## src/rtl/fast_gate_defs.svh

```systemverilog
// offsets, field positions, reset values and timing counts of the fast a20/reset block
`ifndef FAST_GATE_DEFS_SVH
`define FAST_GATE_DEFS_SVH

// ----------------------------------------------------------------------------
// timing
// ----------------------------------------------------------------------------
`define CLK_FREQ_MHZ 20
`define ALT_RST_DELAY_NS 14000
`define ALT_RST_PULSE_NS 6000
// least times round up to whole cycles
`define NS_TO_CYCLES_UP(ns) ((((ns) * `CLK_FREQ_MHZ) + 999) / 1000)
`define ALT_RST_DELAY_CYCLES `NS_TO_CYCLES_UP(`ALT_RST_DELAY_NS)
`define ALT_RST_PULSE_CYCLES `NS_TO_CYCLES_UP(`ALT_RST_PULSE_NS)
`define STRONG_DRIVE_CLOCKS 4

// ----------------------------------------------------------------------------
// register map (byte addresses on the axi4-lite bus)
// ----------------------------------------------------------------------------
`define FAST_PORT_INDEX 12'h092
`define FAST_PORT_ADDR ((`FAST_PORT_INDEX) << 2)
`define CFG_ADDR 12'h000
`define STATUS_ADDR 12'h004

// ----------------------------------------------------------------------------
// fields and reset values
// ----------------------------------------------------------------------------
`define FAST_RST_BIT 0
`define FAST_A20_BIT 1
`define FAST_FIXED_MASK 8'hfc
`define FAST_FIXED_VALUE 8'h24
`define FAST_RESET 8'h24
`define CFG_KRST_POL_BIT 0
`define CFG_FAST_EN_BIT 2
`define CFG_OD12_BIT 4
`define CFG_OD16_BIT 5
`define CFG_GP_DIR_BIT 6
`define CFG_GP_INV_BIT 7
`define CFG_RESET 8'h00
`define AXI_RESP_OKAY 2'h0
`define AXI_RESP_SLVERR 2'h2

`endif

```

## src/rtl/fast_gate_pkg.sv

```systemverilog
// types shared by the fast a20/reset block
package fast_gate_pkg;

   typedef enum logic [3:0] {
      RST_IDLE  = 4'h1,
      RST_DELAY = 4'h2,
      RST_PULSE = 4'h4,
      RST_DONE  = 4'h8
   } alt_rst_state_t;

   typedef enum logic [1:0] {
      SEL_CFG    = 2'h0,
      SEL_FAST   = 2'h1,
      SEL_STATUS = 2'h2,
      SEL_NONE   = 2'h3
   } reg_sel_t;

endpackage

```

## src/rtl/port_pin_if.sv

```systemverilog
// carrier between the top and one keyboard-controller port output driver
`timescale 1ns/1ps
interface port_pin_if;
   logic level;
   logic open_drain;
   logic pin_out;
   logic pin_oe;
   logic pullup_en;
   modport drv (
      input level,
      input open_drain,
      output pin_out,
      output pin_oe,
      output pullup_en
   );
   modport ctl (
      output level,
      output open_drain,
      input pin_out,
      input pin_oe,
      input pullup_en
   );
endinterface

```

## src/rtl/kbc_port_driver.sv

```systemverilog
// push-pull / open-drain driver for one keyboard-controller port output pin
`timescale 1ns/1ps
`include "fast_gate_defs.svh"
module kbc_port_driver #(
   parameter int STRONG_CLOCKS = `STRONG_DRIVE_CLOCKS
) (
   input wire logic aclk,
   input wire logic aresetn,
   port_pin_if.drv pin
);

   logic level_d;
   logic [7:0] strong_cnt;

   always_ff @(posedge aclk) begin
      if (!aresetn) begin
         level_d <= 1'b1;
         strong_cnt <= 8'h00;
         pin.pin_out <= 1'b1;
         pin.pin_oe <= 1'b0;
         pin.pullup_en <= 1'b1;
      end else begin
         level_d <= pin.level;
         if (pin.open_drain) begin
            // no strong drive: a one releases the wire for wired-and sharing
            strong_cnt <= 8'h00;
            pin.pin_out <= 1'b0;
            pin.pin_oe <= !pin.level;
            pin.pullup_en <= 1'b0;
         end else begin
            pin.pullup_en <= 1'b1;
            if (!pin.level) begin
               strong_cnt <= 8'h00;
               pin.pin_out <= 1'b0;
               pin.pin_oe <= 1'b1;
            end else if (!level_d) begin
               // rising edge: strong high for STRONG_CLOCKS cycles in all
               strong_cnt <= 8'(STRONG_CLOCKS - 1);
               pin.pin_out <= 1'b1;
               pin.pin_oe <= 1'b1;
            end else if (strong_cnt != 8'h00) begin
               strong_cnt <= strong_cnt - 8'h01;
            end else begin
               // weak pull-up holds the level from here on
               pin.pin_out <= 1'b1;
               pin.pin_oe <= 1'b0;
            end
         end
      end
   end

endmodule

```

## src/rtl/fast_gate_a20_and_alt_reset.sv

```systemverilog
// fast a20 gate and alternate cpu reset behind an axi4-lite register slave
//
// Contract
// - fast register dead unless config bit 2 set
// - reserved fast bits read fixed 001001 pattern
// - alternate a20 follows last written bit 1
// - system reset clears alternate reset bit 0
// - wait 14us, then reset low 6us
// - no new pulse until bit 0 cleared
// - alternate reset idles high after reset
// - and both resets onto keyboard reset (alternate reset only while bit 2 set), polarity
// - a20 mask high if any source high (alternate a20, port bit 21, cpu reset)
// - alternate a20 low after reset
// - push-pull: low, brief strong high, pull-up
// - open-drain: low or released, no strong drive
// - port pins ignore gp input/invert settings
// - a20 gate comes from port bit 21
`timescale 1ns/1ps
`include "fast_gate_defs.svh"
module fast_gate_a20_and_alt_reset #(
   parameter int DELAY_CYCLES = `ALT_RST_DELAY_CYCLES,
   parameter int PULSE_CYCLES = `ALT_RST_PULSE_CYCLES,
   parameter int STRONG_CLOCKS = `STRONG_DRIVE_CLOCKS
) (
   input wire logic aclk,
   input wire logic aresetn,
   input wire logic [11:0] awaddr,
   input wire logic [2:0] awprot,
   input wire logic awvalid,
   output logic awready,
   input wire logic [31:0] wdata,
   input wire logic [3:0] wstrb,
   input wire logic wvalid,
   output logic wready,
   output logic [1:0] bresp,
   output logic bvalid,
   input wire logic bready,
   input wire logic [11:0] araddr,
   input wire logic [2:0] arprot,
   input wire logic arvalid,
   output logic arready,
   output logic [31:0] rdata,
   output logic [1:0] rresp,
   output logic rvalid,
   input wire logic rready,
   input wire logic kbc_reset_n,
   input wire logic kbc_port_bit21,
   input wire logic kbc_port_bit12,
   input wire logic kbc_port_bit16,
   input wire logic cpu_reset_in,
   output logic alternate_a20_line,
   output logic alternate_reset_n,
   output logic cpu_a20_mask_n,
   output logic keyboard_reset_out,
   output logic port12_out,
   output logic port12_oe,
   output logic port12_pullup_en,
   output logic port16_out,
   output logic port16_oe,
   output logic port16_pullup_en
);

   localparam int CNT_W = 12;

   // --------------------------------------------------------------------------
   // address decode
   // --------------------------------------------------------------------------
   function automatic fast_gate_pkg::reg_sel_t decode(input logic [11:0] a);
      case ({a[11:2], 2'b00})
         `CFG_ADDR: decode = fast_gate_pkg::SEL_CFG;
         12'(`FAST_PORT_ADDR): decode = fast_gate_pkg::SEL_FAST;
         `STATUS_ADDR: decode = fast_gate_pkg::SEL_STATUS;
         default: decode = fast_gate_pkg::SEL_NONE;
      endcase
   endfunction

   // --------------------------------------------------------------------------
   // input synchronisers
   // --------------------------------------------------------------------------
   // order: cpu reset, port 16, port 12, port 21, kbc reset
   logic [4:0] sync_a, sync_b;
   logic kbc_reset_sync, kbc_gate_sync, port12_sync, port16_sync, cpu_reset_sync;

   always_ff @(posedge aclk) begin
      if (!aresetn) begin
         sync_a <= 5'h01;
         sync_b <= 5'h01;
      end else begin
         sync_a <= {cpu_reset_in, kbc_port_bit16, kbc_port_bit12, kbc_port_bit21, kbc_reset_n};
         sync_b <= sync_a;
      end
   end

   assign {cpu_reset_sync, port16_sync, port12_sync, kbc_gate_sync, kbc_reset_sync}
      = sync_b;

   // --------------------------------------------------------------------------
   // axi4-lite write channel
   // --------------------------------------------------------------------------
   logic aw_held, w_held, w_lane0_q, wr_go;
   logic [11:0] aw_addr_q;
   logic [7:0] w_data_q;
   fast_gate_pkg::reg_sel_t wr_sel;

   assign wr_go = aw_held && w_held && !bvalid;
   assign wr_sel = decode(aw_addr_q);

   always_ff @(posedge aclk) begin
      if (!aresetn) begin
         aw_held <= 1'b0;
         w_held <= 1'b0;
         aw_addr_q <= 12'h000;
         w_data_q <= 8'h00;
         w_lane0_q <= 1'b0;
         awready <= 1'b0;
         wready <= 1'b0;
      end else begin
         if (awvalid && awready) begin
            aw_held <= 1'b1;
            aw_addr_q <= awaddr;
            awready <= 1'b0;
         end else if (!aw_held && !awready && !bvalid) begin
            awready <= 1'b1;
         end
         if (wvalid && wready) begin
            w_held <= 1'b1;
            w_data_q <= wdata[7:0];
            w_lane0_q <= wstrb[0];
            wready <= 1'b0;
         end else if (!w_held && !wready && !bvalid) begin
            wready <= 1'b1;
         end
         if (wr_go) begin
            aw_held <= 1'b0;
            w_held <= 1'b0;
         end
      end
   end

   always_ff @(posedge aclk) begin
      if (!aresetn) begin
         bvalid <= 1'b0;
         bresp <= `AXI_RESP_OKAY;
      end else if (wr_go) begin
         bvalid <= 1'b1;
         bresp <= (wr_sel == fast_gate_pkg::SEL_NONE) ? `AXI_RESP_SLVERR : `AXI_RESP_OKAY;
      end else if (bvalid && bready) begin
         bvalid <= 1'b0;
      end
   end

   // --------------------------------------------------------------------------
   // registers
   // --------------------------------------------------------------------------
   // the gp direction/invert bits are kept for software but never reach the
   // port pins while they serve the keyboard-controller function
   logic [7:0] cfg;
   logic fast_a20, fast_rst, fast_en;

   assign fast_en = cfg[`CFG_FAST_EN_BIT];

   always_ff @(posedge aclk) begin
      if (!aresetn) begin
         cfg <= `CFG_RESET;
      end else if (wr_go && w_lane0_q && wr_sel == fast_gate_pkg::SEL_CFG) begin
         cfg <= w_data_q;
      end
   end

   always_ff @(posedge aclk) begin
      if (!aresetn) begin
         fast_a20 <= 1'(`FAST_RESET >> `FAST_A20_BIT);
         fast_rst <= 1'b0;
      end else if (wr_go && w_lane0_q && wr_sel == fast_gate_pkg::SEL_FAST && fast_en) begin
         fast_a20 <= w_data_q[`FAST_A20_BIT];
         fast_rst <= w_data_q[`FAST_RST_BIT];
      end
   end

   // --------------------------------------------------------------------------
   // axi4-lite read channel
   // --------------------------------------------------------------------------
   fast_gate_pkg::alt_rst_state_t rst_state;
   fast_gate_pkg::reg_sel_t rd_sel;
   logic [7:0] rd_byte;
   logic [1:0] rd_resp;

   assign rd_sel = decode(araddr);

   always_comb begin
      rd_byte = 8'h00;
      rd_resp = `AXI_RESP_OKAY;
      case (rd_sel)
         fast_gate_pkg::SEL_CFG: rd_byte = cfg;
         fast_gate_pkg::SEL_FAST: begin
            if (fast_en) begin
               rd_byte = (`FAST_FIXED_VALUE & `FAST_FIXED_MASK)
                  | (8'(fast_a20) << `FAST_A20_BIT) | (8'(fast_rst) << `FAST_RST_BIT);
            end
         end
         fast_gate_pkg::SEL_STATUS: begin
            rd_byte = {2'b00, kbc_gate_sync, rst_state != fast_gate_pkg::RST_IDLE,
               keyboard_reset_out, cpu_a20_mask_n, alternate_a20_line, alternate_reset_n};
         end
         default: rd_resp = `AXI_RESP_SLVERR;
      endcase
   end

   always_ff @(posedge aclk) begin
      if (!aresetn) begin
         arready <= 1'b0;
         rvalid <= 1'b0;
         rdata <= 32'h0000_0000;
         rresp <= `AXI_RESP_OKAY;
      end else begin
         if (arvalid && arready) begin
            arready <= 1'b0;
            rvalid <= 1'b1;
            rdata <= {24'h00_0000, rd_byte};
            rresp <= rd_resp;
         end else begin
            if (rvalid && rready) begin
               rvalid <= 1'b0;
            end
            if (!arready && !rvalid) begin
               arready <= 1'b1;
            end
         end
      end
   end

   // --------------------------------------------------------------------------
   // alternate reset pulse generator
   // --------------------------------------------------------------------------
   // clearing bit 0 during the delay abandons the request; a pulse once
   // started always runs its full width so the cpu sees a clean reset
   logic [CNT_W-1:0] rst_cnt;

   always_ff @(posedge aclk) begin
      if (!aresetn) begin
         rst_state <= fast_gate_pkg::RST_IDLE;
         rst_cnt <= '0;
         alternate_reset_n <= 1'b1;
      end else begin
         case (rst_state)
            fast_gate_pkg::RST_IDLE: begin
               if (fast_rst) begin
                  rst_state <= fast_gate_pkg::RST_DELAY;
                  rst_cnt <= CNT_W'(DELAY_CYCLES - 1);
               end
            end
            fast_gate_pkg::RST_DELAY: begin
               if (!fast_rst) begin
                  rst_state <= fast_gate_pkg::RST_IDLE;
               end else if (rst_cnt == '0) begin
                  rst_state <= fast_gate_pkg::RST_PULSE;
                  rst_cnt <= CNT_W'(PULSE_CYCLES - 1);
                  alternate_reset_n <= 1'b0;
               end else begin
                  rst_cnt <= rst_cnt - 1'b1;
               end
            end
            fast_gate_pkg::RST_PULSE: begin
               if (rst_cnt == '0) begin
                  rst_state <= fast_gate_pkg::RST_DONE;
                  alternate_reset_n <= 1'b1;
               end else begin
                  rst_cnt <= rst_cnt - 1'b1;
               end
            end
            fast_gate_pkg::RST_DONE: begin
               if (!fast_rst) begin
                  rst_state <= fast_gate_pkg::RST_IDLE;
               end
            end
            default: begin
               rst_state <= fast_gate_pkg::RST_IDLE;
               alternate_reset_n <= 1'b1;
            end
         endcase
      end
   end

   // --------------------------------------------------------------------------
   // a20 and keyboard reset outputs
   // --------------------------------------------------------------------------
   // the mask lags bit 1 by two clocks since the line itself is a flop
   always_ff @(posedge aclk) begin
      if (!aresetn) begin
         alternate_a20_line <= 1'b0;
         cpu_a20_mask_n <= 1'b0;
         keyboard_reset_out <= 1'b1;
      end else begin
         alternate_a20_line <= fast_a20;
         cpu_a20_mask_n <= alternate_a20_line | kbc_gate_sync | cpu_reset_sync;
         keyboard_reset_out <= (kbc_reset_sync & (alternate_reset_n | !fast_en))
            ^ cfg[`CFG_KRST_POL_BIT];
      end
   end

   // --------------------------------------------------------------------------
   // keyboard-controller port output pins
   // --------------------------------------------------------------------------
   // levels come straight from the port bits; gp direction and inversion
   // are deliberately not applied here
   port_pin_if p12_if (), p16_if ();

   assign p12_if.level = port12_sync;
   assign p12_if.open_drain = cfg[`CFG_OD12_BIT];
   assign p16_if.level = port16_sync;
   assign p16_if.open_drain = cfg[`CFG_OD16_BIT];

   kbc_port_driver #(.STRONG_CLOCKS(STRONG_CLOCKS)) u_port12 (
      .aclk(aclk),
      .aresetn(aresetn),
      .pin(p12_if.drv)
   );

   kbc_port_driver #(.STRONG_CLOCKS(STRONG_CLOCKS)) u_port16 (
      .aclk(aclk),
      .aresetn(aresetn),
      .pin(p16_if.drv)
   );

   assign port12_out = p12_if.pin_out;
   assign port12_oe = p12_if.pin_oe;
   assign port12_pullup_en = p12_if.pullup_en;
   assign port16_out = p16_if.pin_out;
   assign port16_oe = p16_if.pin_oe;
   assign port16_pullup_en = p16_if.pullup_en;

endmodule

```

## config.mk

```make
export PLATFORM = sky130hd
export DESIGN_NAME = fast_gate_a20_and_alt_reset
export DESIGN_NICKNAME = d
export VERILOG_FILES = /design/src/rtl/fast_gate_pkg.sv /design/src/rtl/port_pin_if.sv /design/src/rtl/kbc_port_driver.sv /design/src/rtl/fast_gate_a20_and_alt_reset.sv
export VERILOG_INCLUDE_DIRS = /design/src /design/src/rtl
export SDC_FILE = /design/constraint.sdc
export NUM_CORES = 1
export LEC_CHECK = 0
export ABC_AREA = 1
export CELL_PAD_IN_SITES_DETAIL_PLACEMENT = 1
export CELL_PAD_IN_SITES_GLOBAL_PLACEMENT = 2
export CORE_MARGIN = 2
export CORE_UTILIZATION = 31
export DETAILED_ROUTE_END_ITERATION = 10
export DONT_BUFFER_PORTS = 1
export PLACE_DENSITY_LB_ADDON = 0.1
export RECOVER_POWER = 100
export REMOVE_ABC_BUFFERS = 1
export SLEW_MARGIN = 40
export SYNTH_ARGS = -nofsm -noshare
export SYNTH_HDL_FRONTEND = slang
export SYNTH_SLANG_ARGS = --single-unit
```

## constraint.sdc

```tcl
create_clock -name aclk -period 1.4 [get_ports aclk]
set_clock_uncertainty 0.1 [all_clocks]
set_input_delay 0 -clock aclk [delete_from_list [all_inputs] [get_ports aclk]]
set_output_delay 0 -clock aclk [all_outputs]
set_load 0.01 [all_outputs]
```

==> impl_metrics.yaml <==
timing:
  period_needed_ps: 1560
  fin_crit_sh_pct: 111
  fmax_mhz: 643
  tightest_slew_ps: 952
  maxSlewHeadroom_pct: 36.5
  rsz0062_at_grt: "yes"
  finalHoldViolCount: 2
  drv_slew: 0
  whs_ps: -97.2
  finalSetupViolCount: 38
  tns_ps: -3020
  fin_ws_ps: -155
global_route:
  grt_pass1_wl_um: 21300
  antenna_found_initial: 0
  grt_start_max_net_pins: 19
  grt_pass1_vias: 4368
  overflow: 0
  grt.total_usage_pct: 18.0
worst_setup_path:
  critPathMaxStageDelay_ps: 380
  crit_buf_inv: 2
  cp_cell_sequence: "inv_2 -> nor2_4 -> nand2_2 -> nand3_4 -> nand3_4 -> buf_4 -> nor3_4 -> a21oi_1"
  cpMostUsedCell: "nand3_4"
  slowest_stage: "dfxtp_4"
  start_kind: "register"
  cp_max_fo: 7
  critical-path-top-delay-family: "simple AND/OR/NAND/NOR gates"
  critical_path_class: "register to register"
  worst_setup_path_end_kind: "register"
  worstPathRequired_ps: 1530
  worstPathArrival_ps: 1680
place:
  place_ws_ps: -289
  hpwlAfterDp_um: 8790
  globalplace.congestion: 0.808
  port_buffers: 0
  dpl.cell_count: 835
clock_network:
  clkSlewWorstSetupHoldPaths_ps: 70
  cts_sinks: 100
  cts_made_buffers: 9
  cts-root-buf: "clkbuf_16"
  ctsHoldBuffers: 42
  cts_tree: "yes"
  cts.htree.levels: 3
  clk_latency_ps: 350
  cts_max_path_buffers: 2
cells_and_area:
  final_nets: 809
  layout-drive-gt1-share_pct: 34.3
  antenna_cells: 0
  area_delta_synth_final_pct: 43.5
  layout.cells.non_filler: 912
  post-route-util_pct: 45.7
logic_synthesis:
  yosysMostFrequentCell: "nand2_1"
  syn_area_um2: 4440
  synth.ff_latch_count: 100
  async_flop_share_pct: 0
  synth_top_area_share_pct: 45.1
  synth_area_leaders: "dfxtp_1 45%, nand2_1 9.2%, nor2_1 8.0%"
  syn_inst: 604
  synthFlopType: "dfxtp_1"
  synth_top_cell_by_area: "dfxtp_1"
  ys_seq_area_share_pct: 45.1
  synth.distinct_cells: 37
  avgSynthCellArea_um2: 7.35
  yosysWarnings: 0
  synth_common_cells: "109 x nand2_1, 100 x dfxtp_1, 95 x nor2_1"
  synth_edf_count: 0
floorplanning:
  die-area_um2: 15300
  dieWidth_um: 124
  row_count: 43
  start_util_pct: 31.9
  die_h_um: 124
  fp.coreArea_um2: 13900
  top_level_ports: 129
status:
  violations: "negative hold slack, negative setup slack"
  status: "complete, but fails checks"
hold_path:
  holdCritPathClass: "input pin to register"
drt:
  wl_um: 13300
  drt_iter0_drc: 150
  postRouteAntennaNets: 0
  routed-via-count: 4244
  vias_per_cell: 4.65
  wl_per_cell_um: 14.6
  drcViolationCount: 0
  first_pass_iters: 4
power:
  ir_worst_vdd_uv: 770
  p_leak_nw: 2.76
  p_total_w: 0.00993
  power_per_cell_area_nw_per_um2: 1560
run:
  maxCapViolations: 0
==> power by group <==
part,switching (W),internal (W),total [W]
Sequential,0.000264,0.00314,0.00340
Clock,0.00120,0.00129,0.00249
Combinational,0.00225,0.00179,0.00404
==> path summary, 6_finish.rpt <==
check,from,cells past startpoint,slack (ps),end
setup reg to reg,rst_state[1],8,-160,rst_cnt[1]
setup / recovery,rst_state[1],8,-160,rst_cnt[1]
hold / removal,araddr[9],4,-100,rresp[1]
hold reg to reg,sync_a[0],1,320,sync_b[0]
==> cell usage in the layout (no fill, tap or decap), drive strengths merged <==
master,count
a211oi,2
a21oi,40
a31oi,1
and2,1
and3b,1
buf,80
clkbuf,17
clkinv,3
clkinvlp,3
conb,26
dfxtp,100
dlygate4sd3,37
dlymetal6s4s,1
ha,4
inv,68
nand2,112
nand3,45
nand3b,1
nand4,7
nor2,106
nor3,13
nor4,1
o21a,1
o21ai,41
o31ai,2
or2,11
xnor2,2
xor2,6
==> what timing repair did <==
item / in CTS / in global routing
gates resized for setup: 109 / 63
endpoints found under the setup margin: 43 / 68
setup buffers: 11 / 8
endpoints found under the hold margin: 61 / 1
cloned: 1 / 0
pin swaps: 39 / 31
==> flip-flops by register name (all words and copies together) (netlist names), 8 cells and up <==
name	cells
rdata	8
w_data_q	8
u_port16.strong_cnt	8
aw_addr_q	10
u_port12.strong_cnt	8
cfg	8
rst_cnt	12
==> tightest hold or removal path, stage by stage <==
cell     delay (ps)
nor3_1           20
nand4_1         120
a21oi_1         100
nor2_1           70
==> final cells by class <==
type / count / area [um2]
tap: 180 / 225
timing repair buffer: 125 / 1040
sequential: 100 / 2030
inverter: 68 / 258
multi-input combinational: 423 / 2520
clock inverter: 6 / 58.8
fill: 1656 / 7560
clock buffer: 10 / 239
==> metal layers <==
metal	global-route usage [%]	share of wire, %
met3	3.11	3.6
met2	32.2	51
met5	0	0
met4	6.53	1.6
met1	21.7	44
==> per-stage QoR <==
stage | area [um2] | hold WS, ps
global placement | 5000 | -19.9
finish | 6370 | -97.2
detailed placement | 5000 | -14.0
floorplan | 4280 | -31.1
global route | 6370 | -37.8
CTS | 6160 | -10.1
==> kinds of logic (layout without fill, tap and decap cells) <==
group / Yosys count / count (layout) / synth area share (%)
and+or+nand+nor: 297 / 298 / 30.5
DFF: 100 / 100 / 45.1
xor gates and xnor gates: 8 / 8 / 1.58
other: 1 / 26 / 0.0845
AOI/OAI and AO/OA: 87 / 87 / 10.3
adders and majority gates: 4 / 4 / 1.13
buffers and inverters: 107 / 209 / 11.4
Note: power is estimated with default switching activity, not from simulation.
